$ cat src/inc/pde2_params.svh
`ifndef PDE2_PARAMS_SVH
`define PDE2_PARAMS_SVH

// Register byte offsets
`define PDE2_AW 8
`define PDE2_OFF_CTRL 8'h00
`define PDE2_OFF_ENT_LO 8'h04
`define PDE2_OFF_ENT_HI 8'h08
`define PDE2_OFF_IADDR 8'h0C
`define PDE2_OFF_CMD 8'h10
`define PDE2_OFF_STATUS 8'h14
`define PDE2_OFF_PA_LO 8'h18
`define PDE2_OFF_PA_HI 8'h1C

// Reset values
`define PDE2_RST_CTRL 6'h00
`define PDE2_RST_WORD 32'h00000000

// Entry field positions
`define PDE2_B_PRESENT 0
`define PDE2_B_WRITE 1
`define PDE2_B_USER 2
`define PDE2_B_WTHRU 3
`define PDE2_B_CDIS 4
`define PDE2_B_ACC 5
`define PDE2_B_DIRTY 6
`define PDE2_B_PSIZE 7
`define PDE2_B_DEV_USED 10
`define PDE2_B_ATTR 12
`define PDE2_B_RSV_LO 13
`define PDE2_B_RSV_HI 20
`define PDE2_B_BASE_LO 21
`define PDE2_B_RSV_TOP 51
`define PDE2_B_EXEC_BLK 63

// Host address widths
`define PDE2_HOST_WIDTH_CLIENT 39
`define PDE2_HOST_WIDTH_SERVER 46

// Control register fields
`define PDE2_C_NO_EXEC 0
`define PDE2_C_NEST 1
`define PDE2_C_TRACK 2
`define PDE2_C_GLOBAL 3
`define PDE2_C_WGS 4
`define PDE2_C_SERVER 5

// Command register fields
`define PDE2_K_GO 0
`define PDE2_K_WRITE 1
`define PDE2_K_EXEC 2
`define PDE2_K_WR_DONE 3
`define PDE2_K_WB_ACK 4

// Bus responses and walker fetch memory type
`define PDE2_RESP_OK 2'h0
`define PDE2_RESP_SLVERR 2'h2
`define PDE2_FETCH_WB 2'h3

`endif

$ cat src/inc/pde2_pkg.sv
package pde2_pkg;
  // Walker sequence, Gray coded except the UPDATE to IDLE step
  typedef enum logic [1:0] {
    PDE2_IDLE = 2'b00,
    PDE2_CHECK = 2'b01,
    PDE2_UPDATE = 2'b11
  } pde2_state_t;
  typedef logic [63:0] pde2_entry_t;
endpackage : pde2_pkg

$ cat src/core/pde2_entry_ctl.sv
`timescale 1ns/100ps
`include "pde2_params.svh"
// Contract
// [RULE_01] Execute is refused when no-exec is enabled and the entry blocks execute.
// [RULE_02] Ignored entry bits never influence translation or permission.
// [RULE_03] Reserved bits above the host width and bits 20..13 must be zero.
// [RULE_04] Page base is entry bits up to bit 21; low bits from input address.
// [RULE_05] With two-stage translation on, the base is a guest physical address.
// [RULE_06] Attribute, cache-disable, write-through select type; walker fetches write-back.
// [RULE_07] With tracking on, the device-used bit is set when the entry is used.
// [RULE_08] With tracking off, the device-used bit is neither read nor updated.
// [RULE_09] Global bit may be set by software but is never acted upon.
// [RULE_10] Page-size bit must be one for a 2MB mapping.
// [RULE_11] Dirty bit is set when a write through the mapping completes.
// [RULE_12] Accessed bit is set on the first access to the region.
// [RULE_13] User-level requests are refused when the user bit is zero.
// [RULE_14] Writes are refused when the write bit is zero.
// [RULE_15] Entry is used only when the present bit is one.
// [RULE_16] Host address width is 39 for client, 46 for server.
// [RULE_17] All requests are user level; no supervisor contexts exist.
// [RULE_18] Absent or reserved-bit entries give a fault instead of a mapping.
module pde2_entry_ctl import pde2_pkg::*; (
  // Clock and reset
  input wire logic i_clk,
  input wire logic i_rst,
  // AXI4-Lite write address and data
  input wire logic i_axi_awvalid,
  output logic o_axi_awready,
  input wire logic [`PDE2_AW-1:0] i_axi_awaddr,
  input wire logic i_axi_wvalid,
  output logic o_axi_wready,
  input wire logic [31:0] i_axi_wdata,
  input wire logic [3:0] i_axi_wstrb,
  // AXI4-Lite write response
  output logic o_axi_bvalid,
  input wire logic i_axi_bready,
  output logic [1:0] o_axi_bresp,
  // AXI4-Lite read
  input wire logic i_axi_arvalid,
  output logic o_axi_arready,
  input wire logic [`PDE2_AW-1:0] i_axi_araddr,
  output logic o_axi_rvalid,
  input wire logic i_axi_rready,
  output logic [31:0] o_axi_rdata,
  output logic [1:0] o_axi_rresp,
  // Walker side
  output logic o_busy,
  output logic o_wb_pending,
  output logic [1:0] o_fetch_mem_type
);
  pde2_state_t state_reg, state_next;

  logic aw_held_reg, w_held_reg, bvalid_reg, rvalid_reg;
  logic [`PDE2_AW-1:0] awaddr_reg;
  logic [31:0] wdata_reg, rdata_reg;
  logic [3:0] wstrb_reg;
  logic [1:0] bresp_reg, rresp_reg;
  logic [5:0] ctrl_reg;
  logic [31:0] ent_lo_reg, ent_hi_reg, iaddr_reg, pa_lo_reg, pa_hi_reg;
  logic [31:0] ent_lo_next;
  logic req_wr_reg, req_ex_reg, valid_reg, wr_ok_reg, wb_pend_reg;
  logic fa_reg, fr_reg, fs_reg, du_reg, dw_reg, dx_reg, nest_reg;
  logic [2:0] mem_idx_reg;

  function automatic logic [31:0] merge(input logic [31:0] old,
                                        input logic [31:0] nw,
                                        input logic [3:0] strb);
    logic [31:0] r;
    r = old;
    for (int b = 0; b < 4; b++) begin
      if (strb[b]) begin
        r[b*8 +: 8] = nw[b*8 +: 8];
      end
    end
    return r;
  endfunction : merge

  function automatic logic mapped(input logic [`PDE2_AW-1:0] a);
    mapped = (a[1:0] == 2'h0) && (a <= `PDE2_OFF_PA_HI);
  endfunction : mapped

  // Bus channel readiness; one write and one read in flight
  assign o_axi_awready = ~aw_held_reg & ~bvalid_reg;
  assign o_axi_wready = ~w_held_reg & ~bvalid_reg;
  assign o_axi_arready = ~rvalid_reg;
  wire logic aw_take = i_axi_awvalid & o_axi_awready;
  wire logic w_take = i_axi_wvalid & o_axi_wready;
  wire logic ar_take = i_axi_arvalid & o_axi_arready;
  wire logic do_wr = aw_held_reg & w_held_reg & ~bvalid_reg;

  // Write decode
  wire logic wr_ctrl = do_wr & (awaddr_reg == `PDE2_OFF_CTRL);
  wire logic wr_lo = do_wr & (awaddr_reg == `PDE2_OFF_ENT_LO);
  wire logic wr_hi = do_wr & (awaddr_reg == `PDE2_OFF_ENT_HI);
  wire logic wr_ia = do_wr & (awaddr_reg == `PDE2_OFF_IADDR);
  wire logic wr_cmd = do_wr & (awaddr_reg == `PDE2_OFF_CMD) & wstrb_reg[0];
  wire logic go = wr_cmd & wdata_reg[`PDE2_K_GO] & (state_reg == PDE2_IDLE);
  wire logic wr_done = wr_cmd & wdata_reg[`PDE2_K_WR_DONE] & wr_ok_reg;
  wire logic wb_ack = wr_cmd & wdata_reg[`PDE2_K_WB_ACK];

  // Decode of the held entry
  logic fa_w, fr_w, fs_w, du_w, dw_w, dx_w, nest_w;
  logic [2:0] mem_w;
  logic [63:0] pa_w;
  pde2_decode u_dec (
    .i_entry({ent_hi_reg, ent_lo_reg}),
    .i_iaddr(iaddr_reg),
    .i_is_write(req_wr_reg),
    .i_is_exec(req_ex_reg),
    .i_no_exec_enable(ctrl_reg[`PDE2_C_NO_EXEC]),
    .i_two_stage_xlate_on(ctrl_reg[`PDE2_C_NEST]),
    .i_write_guard_super(ctrl_reg[`PDE2_C_WGS]),
    .i_server_cfg(ctrl_reg[`PDE2_C_SERVER]),
    .o_fault_absent(fa_w),
    .o_fault_rsvd(fr_w),
    .o_fault_size(fs_w),
    .o_deny_user(du_w),
    .o_deny_write(dw_w),
    .o_deny_exec(dx_w),
    .o_nested(nest_w),
    .o_mem_idx(mem_w),
    .o_pa(pa_w)
  );
  // Global bit is not looked at: no global treatment on this walker [RULE_09]
  wire logic fault_w = fa_w | fr_w | fs_w; // [RULE_18]
  wire logic use_ok = (state_reg == PDE2_CHECK) & ~fault_w & ~du_w & ~dw_w & ~dx_w;

  // Hardware flag setting
  logic [31:0] set_mask;
  pde2_flag_upd u_flag (
    .i_use(state_reg == PDE2_UPDATE),
    .i_track(ctrl_reg[`PDE2_C_TRACK]),
    .i_wr_done(wr_done),
    .o_set_mask(set_mask)
  );
  // Hardware set wins over a software write in the same cycle
  assign ent_lo_next = (wr_lo ? merge(ent_lo_reg, wdata_reg, wstrb_reg) : ent_lo_reg) | set_mask;
  wire logic flag_new = |(set_mask & ~ent_lo_reg);

  // Read mux
  wire logic [31:0] status_w = {16'h0, wr_ok_reg, wb_pend_reg, `PDE2_FETCH_WB, mem_idx_reg,
                                nest_reg, dx_reg, dw_reg, du_reg, fs_reg, fr_reg, fa_reg,
                                valid_reg, o_busy};
  wire logic [31:0] rd_mux =
    (i_axi_araddr == `PDE2_OFF_CTRL) ? {26'h0, ctrl_reg} :
    (i_axi_araddr == `PDE2_OFF_ENT_LO) ? ent_lo_reg :
    (i_axi_araddr == `PDE2_OFF_ENT_HI) ? ent_hi_reg :
    (i_axi_araddr == `PDE2_OFF_IADDR) ? iaddr_reg :
    (i_axi_araddr == `PDE2_OFF_STATUS) ? status_w :
    (i_axi_araddr == `PDE2_OFF_PA_LO) ? pa_lo_reg :
    (i_axi_araddr == `PDE2_OFF_PA_HI) ? pa_hi_reg : `PDE2_RST_WORD;

  // Walker sequence: faults end the walk without touching the entry
  always_comb begin
    state_next = state_reg;
    unique case (state_reg)
      PDE2_IDLE: begin
        if (go) begin
          state_next = PDE2_CHECK;
        end
      end
      PDE2_CHECK: begin
        state_next = use_ok ? PDE2_UPDATE : PDE2_IDLE; // [RULE_15] [RULE_18]
      end
      PDE2_UPDATE: begin
        state_next = PDE2_IDLE;
      end
      default: begin
        state_next = PDE2_IDLE;
      end
    endcase
  end

  // Write address and data capture, either order
  always_ff @(posedge i_clk or posedge i_rst) begin
    if (i_rst) begin
      aw_held_reg <= 1'b0;
      w_held_reg <= 1'b0;
      awaddr_reg <= '0;
      wdata_reg <= `PDE2_RST_WORD;
      wstrb_reg <= 4'h0;
    end else begin
      if (aw_take) begin
        aw_held_reg <= 1'b1;
        awaddr_reg <= i_axi_awaddr;
      end else if (do_wr) begin
        aw_held_reg <= 1'b0;
      end
      if (w_take) begin
        w_held_reg <= 1'b1;
        wdata_reg <= i_axi_wdata;
        wstrb_reg <= i_axi_wstrb;
      end else if (do_wr) begin
        w_held_reg <= 1'b0;
      end
    end
  end

  // Responses; unmapped addresses answer SLVERR
  always_ff @(posedge i_clk or posedge i_rst) begin
    if (i_rst) begin
      bvalid_reg <= 1'b0;
      bresp_reg <= `PDE2_RESP_OK;
      rvalid_reg <= 1'b0;
      rresp_reg <= `PDE2_RESP_OK;
      rdata_reg <= `PDE2_RST_WORD;
    end else begin
      if (do_wr) begin
        bvalid_reg <= 1'b1;
        bresp_reg <= mapped(awaddr_reg) ? `PDE2_RESP_OK : `PDE2_RESP_SLVERR;
      end else if (i_axi_bready) begin
        bvalid_reg <= 1'b0;
      end
      if (ar_take) begin
        rvalid_reg <= 1'b1;
        rdata_reg <= rd_mux;
        rresp_reg <= mapped(i_axi_araddr) ? `PDE2_RESP_OK : `PDE2_RESP_SLVERR;
      end else if (i_axi_rready) begin
        rvalid_reg <= 1'b0;
      end
    end
  end

  // Software registers and the entry image
  always_ff @(posedge i_clk or posedge i_rst) begin
    if (i_rst) begin
      ctrl_reg <= `PDE2_RST_CTRL;
      ent_lo_reg <= `PDE2_RST_WORD;
      ent_hi_reg <= `PDE2_RST_WORD;
      iaddr_reg <= `PDE2_RST_WORD;
      req_wr_reg <= 1'b0;
      req_ex_reg <= 1'b0;
    end else begin
      if (wr_ctrl & wstrb_reg[0]) begin
        ctrl_reg <= wdata_reg[5:0];
      end
      ent_lo_reg <= ent_lo_next; // [RULE_11] [RULE_12]
      if (wr_hi) begin
        ent_hi_reg <= merge(ent_hi_reg, wdata_reg, wstrb_reg);
      end
      if (wr_ia) begin
        iaddr_reg <= merge(iaddr_reg, wdata_reg, wstrb_reg);
      end
      if (go) begin
        req_wr_reg <= wdata_reg[`PDE2_K_WRITE];
        req_ex_reg <= wdata_reg[`PDE2_K_EXEC];
      end
    end
  end

  // Result capture at the check step
  always_ff @(posedge i_clk or posedge i_rst) begin
    if (i_rst) begin
      {fa_reg, fr_reg, fs_reg, du_reg, dw_reg, dx_reg, nest_reg} <= 7'h00;
      mem_idx_reg <= 3'h0;
      pa_lo_reg <= `PDE2_RST_WORD;
      pa_hi_reg <= `PDE2_RST_WORD;
      valid_reg <= 1'b0;
      wr_ok_reg <= 1'b0;
    end else if (state_reg == PDE2_CHECK) begin
      {fa_reg, fr_reg, fs_reg, du_reg, dw_reg, dx_reg, nest_reg} <=
        {fa_w, fr_w, fs_w, du_w, dw_w, dx_w, nest_w}; // [RULE_01] [RULE_13] [RULE_14]
      mem_idx_reg <= mem_w; // [RULE_06]
      pa_lo_reg <= pa_w[31:0]; // [RULE_04]
      pa_hi_reg <= pa_w[63:32];
      valid_reg <= use_ok;
      wr_ok_reg <= use_ok & req_wr_reg;
    end else if (go) begin
      valid_reg <= 1'b0;
      wr_ok_reg <= 1'b0;
    end
  end

  // State and write-back request; a new flag wins over the acknowledge
  always_ff @(posedge i_clk or posedge i_rst) begin
    if (i_rst) begin
      state_reg <= PDE2_IDLE;
      wb_pend_reg <= 1'b0;
    end else begin
      state_reg <= state_next;
      if (flag_new) begin
        wb_pend_reg <= 1'b1;
      end else if (wb_ack) begin
        wb_pend_reg <= 1'b0;
      end
    end
  end

  // Outputs
  assign o_axi_bvalid = bvalid_reg;
  assign o_axi_bresp = bresp_reg;
  assign o_axi_rvalid = rvalid_reg;
  assign o_axi_rdata = rdata_reg;
  assign o_axi_rresp = rresp_reg;
  assign o_busy = (state_reg != PDE2_IDLE);
  assign o_wb_pending = wb_pend_reg;
  assign o_fetch_mem_type = `PDE2_FETCH_WB; // [RULE_06]

  // Checks
  wire logic chk = (state_reg == PDE2_CHECK);
  AST_EXEC_BLOCK: assert property (@(posedge i_clk) disable iff (i_rst) // [RULE_01]
    chk && req_ex_reg && ctrl_reg[`PDE2_C_NO_EXEC] && ent_hi_reg[31] |=> dx_reg && !valid_reg)
    else $error("execute not refused");
  AST_IGNORED: assert property (@(posedge i_clk) disable iff (i_rst) // [RULE_02]
    chk && ent_lo_reg[20:13] == 8'h00 && ent_hi_reg[19:7] == 13'h0000 |=> !fr_reg)
    else $error("ignored bits raised a fault");
  AST_RSVD_LOW: assert property (@(posedge i_clk) disable iff (i_rst) // [RULE_03]
    chk && ent_lo_reg[20:13] != 8'h00 |=> fr_reg ##1 $stable(ent_lo_reg[5]))
    else $error("reserved bits accepted");
  AST_BASE: assert property (@(posedge i_clk) disable iff (i_rst) // [RULE_04]
    chk |=> pa_lo_reg[20:0] == $past(iaddr_reg[20:0]) && pa_lo_reg[31:21] == $past(ent_lo_reg[31:21]))
    else $error("page base wrong");
  AST_NESTED: assert property (@(posedge i_clk) disable iff (i_rst) // [RULE_05]
    chk |=> nest_reg == $past(ctrl_reg[`PDE2_C_NEST]))
    else $error("nested flag wrong");
  AST_MEMTYPE: assert property (@(posedge i_clk) disable iff (i_rst) // [RULE_06]
    chk |=> mem_idx_reg == {$past(ent_lo_reg[12]), $past(ent_lo_reg[4]), $past(ent_lo_reg[3])})
    else $error("memory type index wrong");
  AST_DEV_USED: assert property (@(posedge i_clk) disable iff (i_rst) // [RULE_07]
    use_ok && ctrl_reg[`PDE2_C_TRACK] |-> ##2 ent_lo_reg[10])
    else $error("device-used bit not set");
  AST_NO_TRACK: assert property (@(posedge i_clk) disable iff (i_rst) // [RULE_08]
    !ctrl_reg[`PDE2_C_TRACK] && !wr_lo |=> $stable(ent_lo_reg[10]))
    else $error("device-used bit changed while tracking off");
  AST_PSIZE: assert property (@(posedge i_clk) disable iff (i_rst) // [RULE_10]
    chk && !ent_lo_reg[7] |=> fs_reg && state_reg == PDE2_IDLE)
    else $error("small page accepted");
  AST_DIRTY: assert property (@(posedge i_clk) disable iff (i_rst) // [RULE_11]
    wr_done |=> ent_lo_reg[6] && (wb_pend_reg || $past(ent_lo_reg[6])))
    else $error("dirty bit not set");
  AST_ACCESSED: assert property (@(posedge i_clk) disable iff (i_rst) // [RULE_12]
    use_ok |=> state_reg == PDE2_UPDATE ##1 ent_lo_reg[5] && state_reg == PDE2_IDLE)
    else $error("accessed bit not set");
  AST_USER: assert property (@(posedge i_clk) disable iff (i_rst) // [RULE_13]
    chk && !ent_lo_reg[2] |=> du_reg && !valid_reg)
    else $error("user request not refused");
  AST_WRITE: assert property (@(posedge i_clk) disable iff (i_rst) // [RULE_14]
    chk && req_wr_reg && !ent_lo_reg[1] |=> dw_reg && !wr_ok_reg)
    else $error("write not refused");
  AST_PRESENT: assert property (@(posedge i_clk) disable iff (i_rst) // [RULE_15]
    chk && !ent_lo_reg[0] |=> fa_reg && state_reg == PDE2_IDLE)
    else $error("absent entry used");
  AST_HAW: assert property (@(posedge i_clk) disable iff (i_rst) // [RULE_16]
    chk && !ctrl_reg[`PDE2_C_SERVER] && ent_hi_reg[7] |=> fr_reg)
    else $error("client width not enforced");
  AST_FAULT: assert property (@(posedge i_clk) disable iff (i_rst) // [RULE_18]
    chk && fault_w |=> !valid_reg [*2])
    else $error("faulting entry reported valid");
  AST_BRESP: assert property (@(posedge i_clk) disable iff (i_rst)
    do_wr |=> o_axi_bvalid)
    else $error("write response missing");
  COV_GOOD: cover property (@(posedge i_clk) disable iff (i_rst) use_ok ##2 wr_done);
  COV_FAULT: cover property (@(posedge i_clk) disable iff (i_rst) chk && fault_w);
  COV_DENY: cover property (@(posedge i_clk) disable iff (i_rst) chk && !fault_w && du_w);
  COV_SLVERR: cover property (@(posedge i_clk) disable iff (i_rst)
    o_axi_rvalid && o_axi_rresp == `PDE2_RESP_SLVERR);
endmodule : pde2_entry_ctl

$ cat src/core/pde2_decode.sv
`timescale 1ns/100ps
`include "pde2_params.svh"
module pde2_decode import pde2_pkg::*; (
  // Entry and request
  input wire pde2_entry_t i_entry,
  input wire logic [31:0] i_iaddr,
  input wire logic i_is_write,
  input wire logic i_is_exec,
  // Context controls
  input wire logic i_no_exec_enable,
  input wire logic i_two_stage_xlate_on,
  input wire logic i_write_guard_super,
  input wire logic i_server_cfg,
  // Results
  output logic o_fault_absent,
  output logic o_fault_rsvd,
  output logic o_fault_size,
  output logic o_deny_user,
  output logic o_deny_write,
  output logic o_deny_exec,
  output logic o_nested,
  output logic [2:0] o_mem_idx,
  output logic [63:0] o_pa
);
  // Every request is user level; no supervisor contexts exist
  localparam logic PRIV_USER = 1'b1; // [RULE_17]

  function automatic int host_width_of(input logic server);
    host_width_of = server ? `PDE2_HOST_WIDTH_SERVER : `PDE2_HOST_WIDTH_CLIENT; // [RULE_16]
  endfunction : host_width_of

  // Reserved bits; ignored bits never enter either mask
  function automatic logic [63:0] rsvd_mask(input int host_addr_width);
    logic [63:0] m;
    m = 64'h0;
    for (int i = 0; i < 64; i++) begin
      m[i] = (i >= host_addr_width && i <= `PDE2_B_RSV_TOP) ||
             (i >= `PDE2_B_RSV_LO && i <= `PDE2_B_RSV_HI);
    end
    return m;
  endfunction : rsvd_mask

  function automatic logic [63:0] base_mask(input int host_addr_width);
    logic [63:0] m;
    m = 64'h0;
    for (int i = 0; i < 64; i++) begin
      m[i] = (i >= `PDE2_B_BASE_LO) && (i < host_addr_width);
    end
    return m;
  endfunction : base_mask

  // Four-state net; a two-state int cannot be a net
  wire integer host_addr_width = host_width_of(i_server_cfg);

  // Structural checks
  assign o_fault_absent = ~i_entry[`PDE2_B_PRESENT]; // [RULE_15]
  assign o_fault_size = ~i_entry[`PDE2_B_PSIZE]; // [RULE_10]
  assign o_fault_rsvd = |(i_entry & rsvd_mask(host_addr_width)); // [RULE_02] [RULE_18]

  // Permissions
  assign o_deny_user = PRIV_USER & ~i_entry[`PDE2_B_USER]; // [RULE_13]
  assign o_deny_write = i_is_write & ~i_entry[`PDE2_B_WRITE] &
                        (PRIV_USER | i_write_guard_super); // [RULE_14]
  assign o_deny_exec = i_is_exec & i_no_exec_enable & i_entry[`PDE2_B_EXEC_BLK]; // [RULE_01]

  // Base plus page offset; nested means the base is still guest physical
  assign o_pa = (i_entry & base_mask(host_addr_width)) | {43'h0, i_iaddr[20:0]}; // [RULE_04]
  assign o_nested = i_two_stage_xlate_on; // [RULE_05]
  assign o_mem_idx = {i_entry[`PDE2_B_ATTR], i_entry[`PDE2_B_CDIS],
                      i_entry[`PDE2_B_WTHRU]}; // [RULE_06]
endmodule : pde2_decode

$ cat src/core/pde2_flag_upd.sv
`timescale 1ns/100ps
`include "pde2_params.svh"
module pde2_flag_upd (
  // Events
  input wire logic i_use,
  input wire logic i_track,
  input wire logic i_wr_done,
  // Bits to set in the low entry word
  output logic [31:0] o_set_mask
);
  // Accessed on use, device-used only while tracking, dirty on good write
  wire logic [31:0] acc_set = i_use ? (32'h1 << `PDE2_B_ACC) : 32'h0; // [RULE_12]
  wire logic [31:0] used_set = (i_use & i_track) ? (32'h1 << `PDE2_B_DEV_USED) : 32'h0; // [RULE_07] [RULE_08]
  wire logic [31:0] d_set = i_wr_done ? (32'h1 << `PDE2_B_DIRTY) : 32'h0; // [RULE_11]
  assign o_set_mask = acc_set | used_set | d_set;
endmodule : pde2_flag_upd

$ cat config.mk
export PLATFORM = sky130hd
export DESIGN_NAME = pde2_entry_ctl
export DESIGN_NICKNAME = d
export VERILOG_FILES = /design/src/inc/pde2_pkg.sv /design/src/core/pde2_entry_ctl.sv /design/src/core/pde2_decode.sv /design/src/core/pde2_flag_upd.sv
export VERILOG_INCLUDE_DIRS = /design/src /design/src/inc
export SDC_FILE = /design/constraint.sdc
export NUM_CORES = 1
export LEC_CHECK = 0
export ABC_AREA = 1
export BUFFER_PORTS_ARGS = -buffer_cell sky130_fd_sc_hd__buf_4
export CORE_MARGIN = 5
export CORE_UTILIZATION = 34
export DETAILED_ROUTE_END_ITERATION = 16
export GPL_TIMING_DRIVEN = 1
export HOLD_SLACK_MARGIN = 0.02
export PLACE_DENSITY = 0.61
export SKIP_LAST_GASP = 1
export SLEW_MARGIN = 20
export SYNTH_ARGS = -nofsm -noshare
export SYNTH_HDL_FRONTEND = slang
export SYNTH_SLANG_ARGS = --single-unit
$ cat constraint.sdc
create_clock -name i_clk -period 16.9 [get_ports i_clk]
set_input_delay 3.38 -clock i_clk [delete_from_list [all_inputs] [get_ports i_clk]]
set_output_delay 3.38 -clock i_clk [all_outputs]
set_load 0.005 [all_outputs]
# After elaboration in Yosys (flattened, before gate mapping)

Cells that the tools add are included.

Register bits: 267
Output and inout port bits: 45
Logic and storage cells: 244
Bits of input ports: 59

$lt $le $gt $ge: 89
Equality and inequality tests: 13
Muxes and demuxes: 33
Bitwise logic cells: 49
Reductions and logical operators: 24

Operator list:

| kind                  | count |
|---|---|
| $lt A7 B32 Y1 const A | 32 |
| $ge A7 B32 Y1 const A | 20 |
| $ge A6 B32 Y1 const A | 11 |
| $lt A6 B32 Y1 const A | 11 |
| $mux W32              | 8 |
| $ge A5 B32 Y1 const A | 5 |
| $ge A4 B32 Y1 const A | 4 |
| $or A32 B32 Y32       | 3 |
| $and A64 B52 Y64      | 1 |
| $and A64 B64 Y64      | 1 |
| $ge A3 B32 Y1 const A | 2 |
| $or A64 B21 Y64       | 1 |
| $reduce_or A64 Y1     | 1 |
| $and A32 B32 Y32      | 1 |
| $eq A8 B4 Y1 const B  | 4 |
| $eq A8 B5 Y1 const B  | 4 |
| $ge A1 B32 Y1 const A | 1 |
| $ge A2 B32 Y1 const A | 1 |
| $mux W8               | 4 |
| $not A32 Y32          | 1 |
| $reduce_or A32 Y1     | 1 |
| $and A1 B1 Y1         | 28 |
| $eq A8 B3 Y1 const B  | 2 |
| $le A8 B5 Y1 const B  | 2 |
| 17 further kinds      | 59 |

# Logic depth before layout (Yosys ltp)

Gate-level depths: netlist of run 1.

Word-level depth: 13
Gate-level depth with buffers: 11
Depth with buffers taken out: 11

# Cells and area by module

From an unflattened synthesis of run 1, not the netlist that was laid out.

Cell total of the unflattened synthesis: 1564
Area total of the unflattened synthesis: 13085.0 um^2

Modules (own cells, without submodules):

| module         | sequential area each (um^2) | times used | cells an instance | area each (um^2) |
|---|---|---|---|---|
| pde2_entry_ctl | 6631.4                      | 1          | 1419              | 12170.4 |
| pde2_decode    | 0.0                         | 1          | 111               | 670.6 |
| pde2_flag_upd  | 0.0                         | 1          | 34                | 244.0 |

# Least setup slack after synthesis of run 1

OpenSTA, ideal clock, no wires.

Kind: in2reg
Start point: input port i_axi_araddr[0]
End point: register rdata_reg[8], in the netlist o_axi_rdata[8]
Buffers on the path: 1
Data arrival time: 4.470 ns
Cell stages on the path: 11
Path slack: 12.314 ns
Data required time: 16.784 ns
Setup time: 0.116 ns
Cells stage by stage: inv_1 > nand2_2 > nor2_1 > nand2_2 > clkbuf_1 > o21ai_0 > nand2_1 > nand2_1 > nand2_1 > nand2_1 > nand2_1

Cells in the longest elaborated chain, start to end: 8
Elaborated cells between the ends (all ways): 14
Classes of those cells: eq/ne: 6; mux: 7; reduce/logical: 1

Ends and longest elaborated chain:

| element                         | RTL line              | text |
|---|---|---|
| from (decl)                     | pde2_entry_ctl.sv:41  | `` input wire logic [`PDE2_AW-1:0] i_axi_araddr, `` |
| $eq A8 B5 Y1 (no line)          | n/a                   |  |
| $mux W32 (no line) (6 in a row) | n/a                   |  |
| $mux W32 (no line) *            | n/a                   |  |
| to (signal assigned)            | pde2_entry_ctl.sv:206 | `` rdata_reg <= `PDE2_RST_WORD; `` |
| to (signal assigned)            | pde2_entry_ctl.sv:216 | `rdata_reg <= rd_mux;` |
| to (decl)                       | pde2_entry_ctl.sv:55  | `logic [31:0] wdata_reg, rdata_reg;` |

Every way passes the cells marked *; elsewhere a longest branch is shown, timed or not.
A chain may end at the register's enable or synchronous reset.

# Final worst setup path of run 1

Start point: input port i_axi_araddr[0]
End point: register rdata_reg[7], in the netlist o_axi_rdata[7]

The elaborated chain is that of the path after synthesis.

==> results by group, run 1 <==
Outcome
  • Status: complete, no violations

Final layout
  • Layout cell share with drive strength beyond 1: 0.150
  • NumNets Final: roughly 1,400
  • Antenna diodes: 0
  • Most frequent cells in the layout: 352 x nand2_1, 247 x dfrtp_1, 150 x o21ai_0
  • Multi-input logic area: 3900 sq um
  • Register area: a little over 6000 sq um
  • Layout area overhead: 17.6%
  • Most common cell after layout, fill and taps aside: nand2_1
  • # fillers: about 3,200

Worst setup path
  • Largest stage delay, worst path: between 0.5 and 0.6 ns
  • Crit end category: flip-flop
  • CP delay by family, top: buffers and inverters
  • CP bufs+invs: 5
  • Crit path cell chain: buf_4 > inv_1 > nand2_2 > nor2_2 > inv_1 > nor2_4 > buf_4 > inv_1 > nor2_1 > nor2_1 > nand2_1 > nand2_1
  • Worst Path Required: around 17 ns
  • CP arrival: around 5.6 ns
  • Worst Path Max Fanout: 48
  • CP max stage cell: buf_4
  • Critical path's most frequent cell: inv_1
  • Crit start category: primary input
  • Crit Path Category: in -> reg

CTS
  • Sink Count: 247
  • Reg clk slew, reported paths: 0.06 ns
  • Post-cts repair resize count: 0
  • Postcts setup bufs: 0
  • Clk root buf: clkbuf_16
  • CTS Buf Count: 27
  • H-Tree Depth: 1
  • CTS Hold Buffers Added: 0
  • Clk buf depth: 3
  • Worst skew pair latency: around 0.54 ns
  • TritonCTS clock tree: yes

Floorplan
  • Die span in x: between 150 and 200 um
  • Num rows: 65
  • Die ar.: roughly 36,000 sq um
  • Starting Density: 0.344
  • Ports: about 100
  • Core Area: roughly 32,000 sq um
  • Die Span Y: between 150 and 200 um

Timing
  • Max_slew headroom: 0.375
  • Final Critical Period: approximately 5.2 ns
  • Finish-stage setup viols: 0
  • Final hold slack: roughly 0.47 ns
  • Max Fclk: slightly below 0.2 GHz
  • Fin Setup TNS: 0 ns
  • RSZ-0062 raised after global routing: false
  • Final Hold Fails: 0
  • Clk_skew: roughly 0.018 ns
  • Pins over their slew limit: 0
  • Period utilisation layout: 0.308
  • Slew @ Worst Pin: 0.937 ns

Min path
  • Worst min path class: reg -> reg

GRT
  • All-Layer GR Usage: 0.164
  • Initial antenna violation count: 0
  • Vias in the first global route: 8,595
  • First-pass GRT wire length: ~47,000 um
  • Grt ovf: 0
  • Largest net degree at the start of global routing: around 100

Placement
  • Port buffer count: between 90 and 100
  • GP Congestion: between 0.8 and 0.9
  • DPL Wire Length: 19,000 um

Logic synthesis
  • Sequential fraction of the synthesis area: 0.570
  • Unique cell type count in the Yosys netlist: 34
  • Synth area leader: dfrtp_1
  • Syn avg cell area: between 8 and 9 sq um
  • Post-Syn Instances: around 1,300
  • Synth top area share: 0.570
  • Yosys warns: 0
  • Post-Syn Area: roughly 11,000 sq um
  • Synth top area cells: dfrtp_1 57%, nand2_1 12%, o21ai_0 6.9%
  • FF+latch count, synth: about 250

Route
  • Initial DRC Count: about 640
  • Post-route ant nets: 0
  • Vias: 8,671
  • Pre-Repair DR Iteration Count: 5
  • Final WL: approximately 29,000 um
  • DRC violations left: 0
  • Average wire per standard cell: ~17 um
  • DR vias/cell: roughly 5

Pwr
  • Leakage power: 6.27 nW
  • Worst VDD drop: between 0.0001 and 0.00015 V
  • Pwr/cell area: roughly 130 nW/um^2

Run
  • Max Cap Viol: 0
==> final timing paths <==
| check | endpoint | from | cells past startpoint | slack, ns |
|---|---|---|---|---|
| worst max register to register | iaddr_reg[7] | awaddr_reg[7] | 6 | 14.49 |
| max in group asynchronous | pa_lo_reg[30] | i_rst | 3 | 12.55 |
| worst min register to register | ent_lo_reg[20] | wdata_reg[20] | 2 | 0.47 |
| worst max-delay path | o_axi_rdata[7] | i_axi_araddr[0] | 12 | 11.69 |
| worst min-delay path | ent_lo_reg[20] | wdata_reg[20] | 2 | 0.47 |
| min in group asynchronous | w_held_reg | i_rst | 2 | 2.98 |
==> kinds of logic (layout without fill, tap and decap cells) <==
logic type | after synthesis | count (layout) | share of synthesized area
other cells | 2 | 4 | 0.000692
compound gates | 278 | 278 | 0.140
buf+inv | 189 | 289 | 0.0722
simple gates | 545 | 545 | 0.211
mux | 6 | 6 | 0.00623
flops | 247 | 247 | 0.570
==> power breakdown <==
| part | leakage, nW | switching [mW] | internal [mW] |
|---|---|---|---|
| Clock | 0.425 | 0.238 | 0.334 |
| Combinational | 2.56 | 0.180 | 0.0889 |
| Sequential | 3.29 | 0.0617 | 0.692 |
| Total | 6.27 | 0.480 | 1.12 |
==> area by class of cell <==
cell class	instances	share of cell area
multi-input cells	833	0.306
flip-flops and latches	247	0.484
clock buffers	37	0.0575
inverters	130	0.0389
clock inverters	13	0.00951
repair buffers	109	0.0644
well taps	402	0.0394
==> per-layer routing <==
layer	up-vias	global-route usage	wire length (um)
met2	251	0.263	13500
met3	47	0.0265	1790
met4	0	0.0530	847
met5	-	0	0
li1	4249	-	-
met1	4124	0.228	13300
==> cells in the mapped netlist, drive strengths merged <==
cell,number
or2,5
o21ai,174
inv,128
nor2,86
nor4,2
nor3,4
dfrtp,247
mux2,6
nand3b,3
nor3b,1
clkbuf,36
o21a,1
o211ai,2
nand3,81
a21oi,89
a31oi,1
nand4,8
o31ai,9
conb,2
o22ai,1
buf,23
nand2,355
clkinv,2
o2111ai,1
==> metrics by stage <==
step,power (mW),worst slack [ns],util,cells,instance area (sq um)
finish,1.59,11.69,0.404,1771,12800
global route,1.68,11.55,0.404,1771,12800
CTS,1.61,11.75,0.404,1771,12800
detailed placement,1.04,11.20,0.377,1721,11900
global placement,1.03,11.11,0.377,1721,11900
floorplan,0.931,6.73,-,1269,10900
==> tightest hold or removal path: cells and delay by family, from the launching register on <==
family             cells  cell delay [ns]
AOI/OAI and AO/OA      1             0.06
and+or+nand+nor        1             0.05
DFF                    1             0.34
Note: power is estimated with default switching activity, not from simulation.
==> run 2: changes to the inputs <==
- clock period: 16.9 -> 4.8 ns (I/O delays scaled with it)
==> run 2 against run 1 <==
  * First-iteration DRC count grew 2.2%
  * Sequential share of layout area shrank 0.42 points
  * Routed wire length grew 1.5%
  * Worst setup slack got worse by 9.6 ns
  * Critical path depth stayed put
  * Via count down 0.30%
  * Hold slack got worse by 0.028 ns
  * Critical path type unchanged
  * Critical endpoint is now o_axi_rdata[28]
==> results by group, run 2 (synthesis gave the netlist of run 1 again) <==
Worst setup path
  • Crit start category: primary input (unchanged)
  • CP bufs+invs: 5 (unchanged)
  • Largest stage delay, worst path: 0.65 ns (was 0.51 ns)
  • CP delay by family, top: buffers and inverters (unchanged)
  • Worst Path Required: 5.21 ns (was 17.32 ns)
  • Crit end category: flip-flop (unchanged)
  • Crit path cell chain: buf_4 > inv_1 > nand2_2 > nor2_1 > buf_4 > nand2_2 > buf_4 > clkinv_1 > nand2_1 > o21ai_0 > o21ai_0 > nand2_1 (was buf_4 > inv_1 > nand2_2 > nor2_2 > inv_1 > nor2_4 > buf_4 > inv_1 > nor2_1 > nor2_1 > nand2_1 > nand2_1)
  • Worst path depth: 12 (unchanged)
  • Worst Reg-to-Reg Cells: 6 (unchanged)
  • CP arrival: 3.07 ns (was 5.63 ns)
  • Worst Path Max Fanout: 19 (was 48)
  • Crit Path Category: in -> reg (unchanged)
  • CP max stage cell: clkinv_1 (was buf_4)
  • Critical path's most frequent cell: buf_4 (was inv_1)

GRT
  • Global routing's busiest layer: met2 (unchanged)
  • First-pass GRT wire length: 47,900 um (was 47,500 um)
  • M3 GR Usage: 0.0233 (was 0.0265)
  • Grt ovf: 0 (unchanged)
  • GRT met2 Usage: 0.271 (was 0.263)
  • Met1 usage: 0.239 (was 0.228)
  • Largest net degree at the start of global routing: 161 (was 103)
  • All-Layer GR Usage: 0.166 (was 0.164)
  • Initial antenna violation count: 0 (unchanged)
  • Vias in the first global route: 8,510 (was 8,595)

CTS
  • Post-cts repair resize count: 0 (unchanged)
  • H-Tree Depth: 1 (unchanged)
  • Reg clk slew, reported paths: 0.06 ns (about the same)
  • TritonCTS clock tree: yes (unchanged)
  • Clk root buf: clkbuf_16 (unchanged)
  • CTS Hold Buffers Added: 0 (unchanged)
  • CTS Buf Count: 27 (unchanged)
  • Clk buf depth: 3 (unchanged)
  • Sink Count: 247 (unchanged)
  • Postcts setup bufs: 0 (unchanged)
  • Worst skew pair latency: 0.53 ns (was 0.54 ns)

Timing
  • Max_slew headroom: 0.343 (was 0.375)
  • Clk_skew: 0.0114 ns (was 0.0179 ns)
  • Final Critical Period: ~2.7 ns
  • Finish-stage setup viols: 0 (unchanged)
  • Max Fclk: around 0.38 GHz
  • Pins over their slew limit: 0 (unchanged)
  • Final Hold Fails: 0 (unchanged)
  • Final hold slack: 0.446 ns (was 0.473 ns)
  • Period utilisation layout: 0.554
  • Slew @ Worst Pin: 0.983 ns (was 0.937 ns)
  • Fin Setup TNS: 0 ns (unchanged)
  • RSZ-0062 raised after global routing: false (unchanged)

Floorplan
  • Core Area: 31,600 sq um (unchanged)
  • Starting Density: 0.344 (unchanged)
  • Ports: 104 (unchanged)
  • Die Span Y: 189 um (unchanged)
  • Die ar.: 35,600 sq um (unchanged)
  • Num rows: 65 (unchanged)
  • Die span in x: 189 um (unchanged)

Pwr
  • Leakage power: 6.32 nW (was 6.27 nW)
  • Pwr/cell area: 451 nW/um^2 (was 125 nW/um^2)
  • Worst VDD drop: 0.000249 V (was 0.000113 V)

Placement
  • GP Congestion: 0.801 (was 0.820)
  • DP Area: 11,900 sq um (about the same)
  • DPL Wire Length: 19,200 um (was 19,000 um)
  • Port buffer count: 99 (unchanged)

Final layout
  • # fillers: 3,204 (unchanged)
  • Most frequent cells in the layout: 352 x nand2_1, 247 x dfrtp_1, 150 x o21ai_0 (unchanged)
  • Most common cell after layout, fill and taps aside: nand2_1 (unchanged)
  • Layout cell share with drive strength beyond 1: 0.153 (was 0.150)
  • Antenna diodes: 0 (unchanged)
  • Layout area overhead: 18.7% (was 17.6%)
  • NumNets Final: 1,410 (was 1,407)
  • Fin util: 0.408 (was 0.404)
  • Design Area, Final: 12,900 sq um (was 12,800 sq um)

Route
  • DRC violations left: 0 (unchanged)
  • Vias: 8,645 (was 8,671)
  • Pre-Repair DR Iteration Count: 5 (unchanged)
  • Initial DRC Count: 652 (was 638)
  • Post-route ant nets: 0 (unchanged)
  • DR vias/cell: 4.88 (was 4.90)
  • Average wire per standard cell: 16.9 um (was 16.6 um)
  • Final WL: 29,900 um (was 29,400 um)

Min path
  • Worst min path class: in -> async (was reg -> reg)

Outcome
  • Status: complete, no violations (unchanged)

Run
  • Max Cap Viol: 0 (unchanged)
[run 2: layer usage]
layer,up-vias,part of all wire
li1,4227,-
met1,4157,0.46
met2,230,0.47
met3,31,0.052
met4,0,0.016
met5,-,0
[run 2: path summary, 6_finish.rpt]
check | slack, ns | from | to
hold reg to reg | 0.47 | ent_lo_reg[21] | pa_lo_reg[21]
setup reg to reg | 2.50 | awaddr_reg[7] | iaddr_reg[16]
setup / recovery | 2.14 | i_axi_araddr[0] | o_axi_rdata[28]
max in group asynchronous | 3.14 | i_rst | wdata_reg[30]
hold / removal | 0.45 | i_rst | wdata_reg[22]
min in group i_clk | 0.47 | ent_lo_reg[21] | pa_lo_reg[21]
[run 2: power by group]
group          leakage (nW)  switching, mW  total, mW  internal (mW)
Clock                 0.464          0.853       2.20           1.35
Combinational          2.57          0.636      0.951          0.314
Sequential             3.29          0.211       2.65           2.44
[run 2: cell type report]
class | count | area (sq um) | share of cell area
clock buffer | 34 | 732 | 0.0569
clock inverter | 13 | 205 | 0.0159
inverter | 130 | 494 | 0.0384
multi-input combinational | 833 | 3900 | 0.303
sequential | 247 | 6180 | 0.480
tap | 402 | 503 | 0.0391
timing repair buffer | 112 | 853 | 0.0663
[run 2: metrics by stage]
stage,power (mW),worst slack (ns),cells
3_5_place_dp,3.65,1.66,1724
3_3_place_gp,3.62,1.68,1724
2_1_floorplan,3.28,0.594,1269
6_report,5.80,2.14,1771
4_1_cts,5.87,2.20,1771
5_1_grt,6.11,2.03,1771
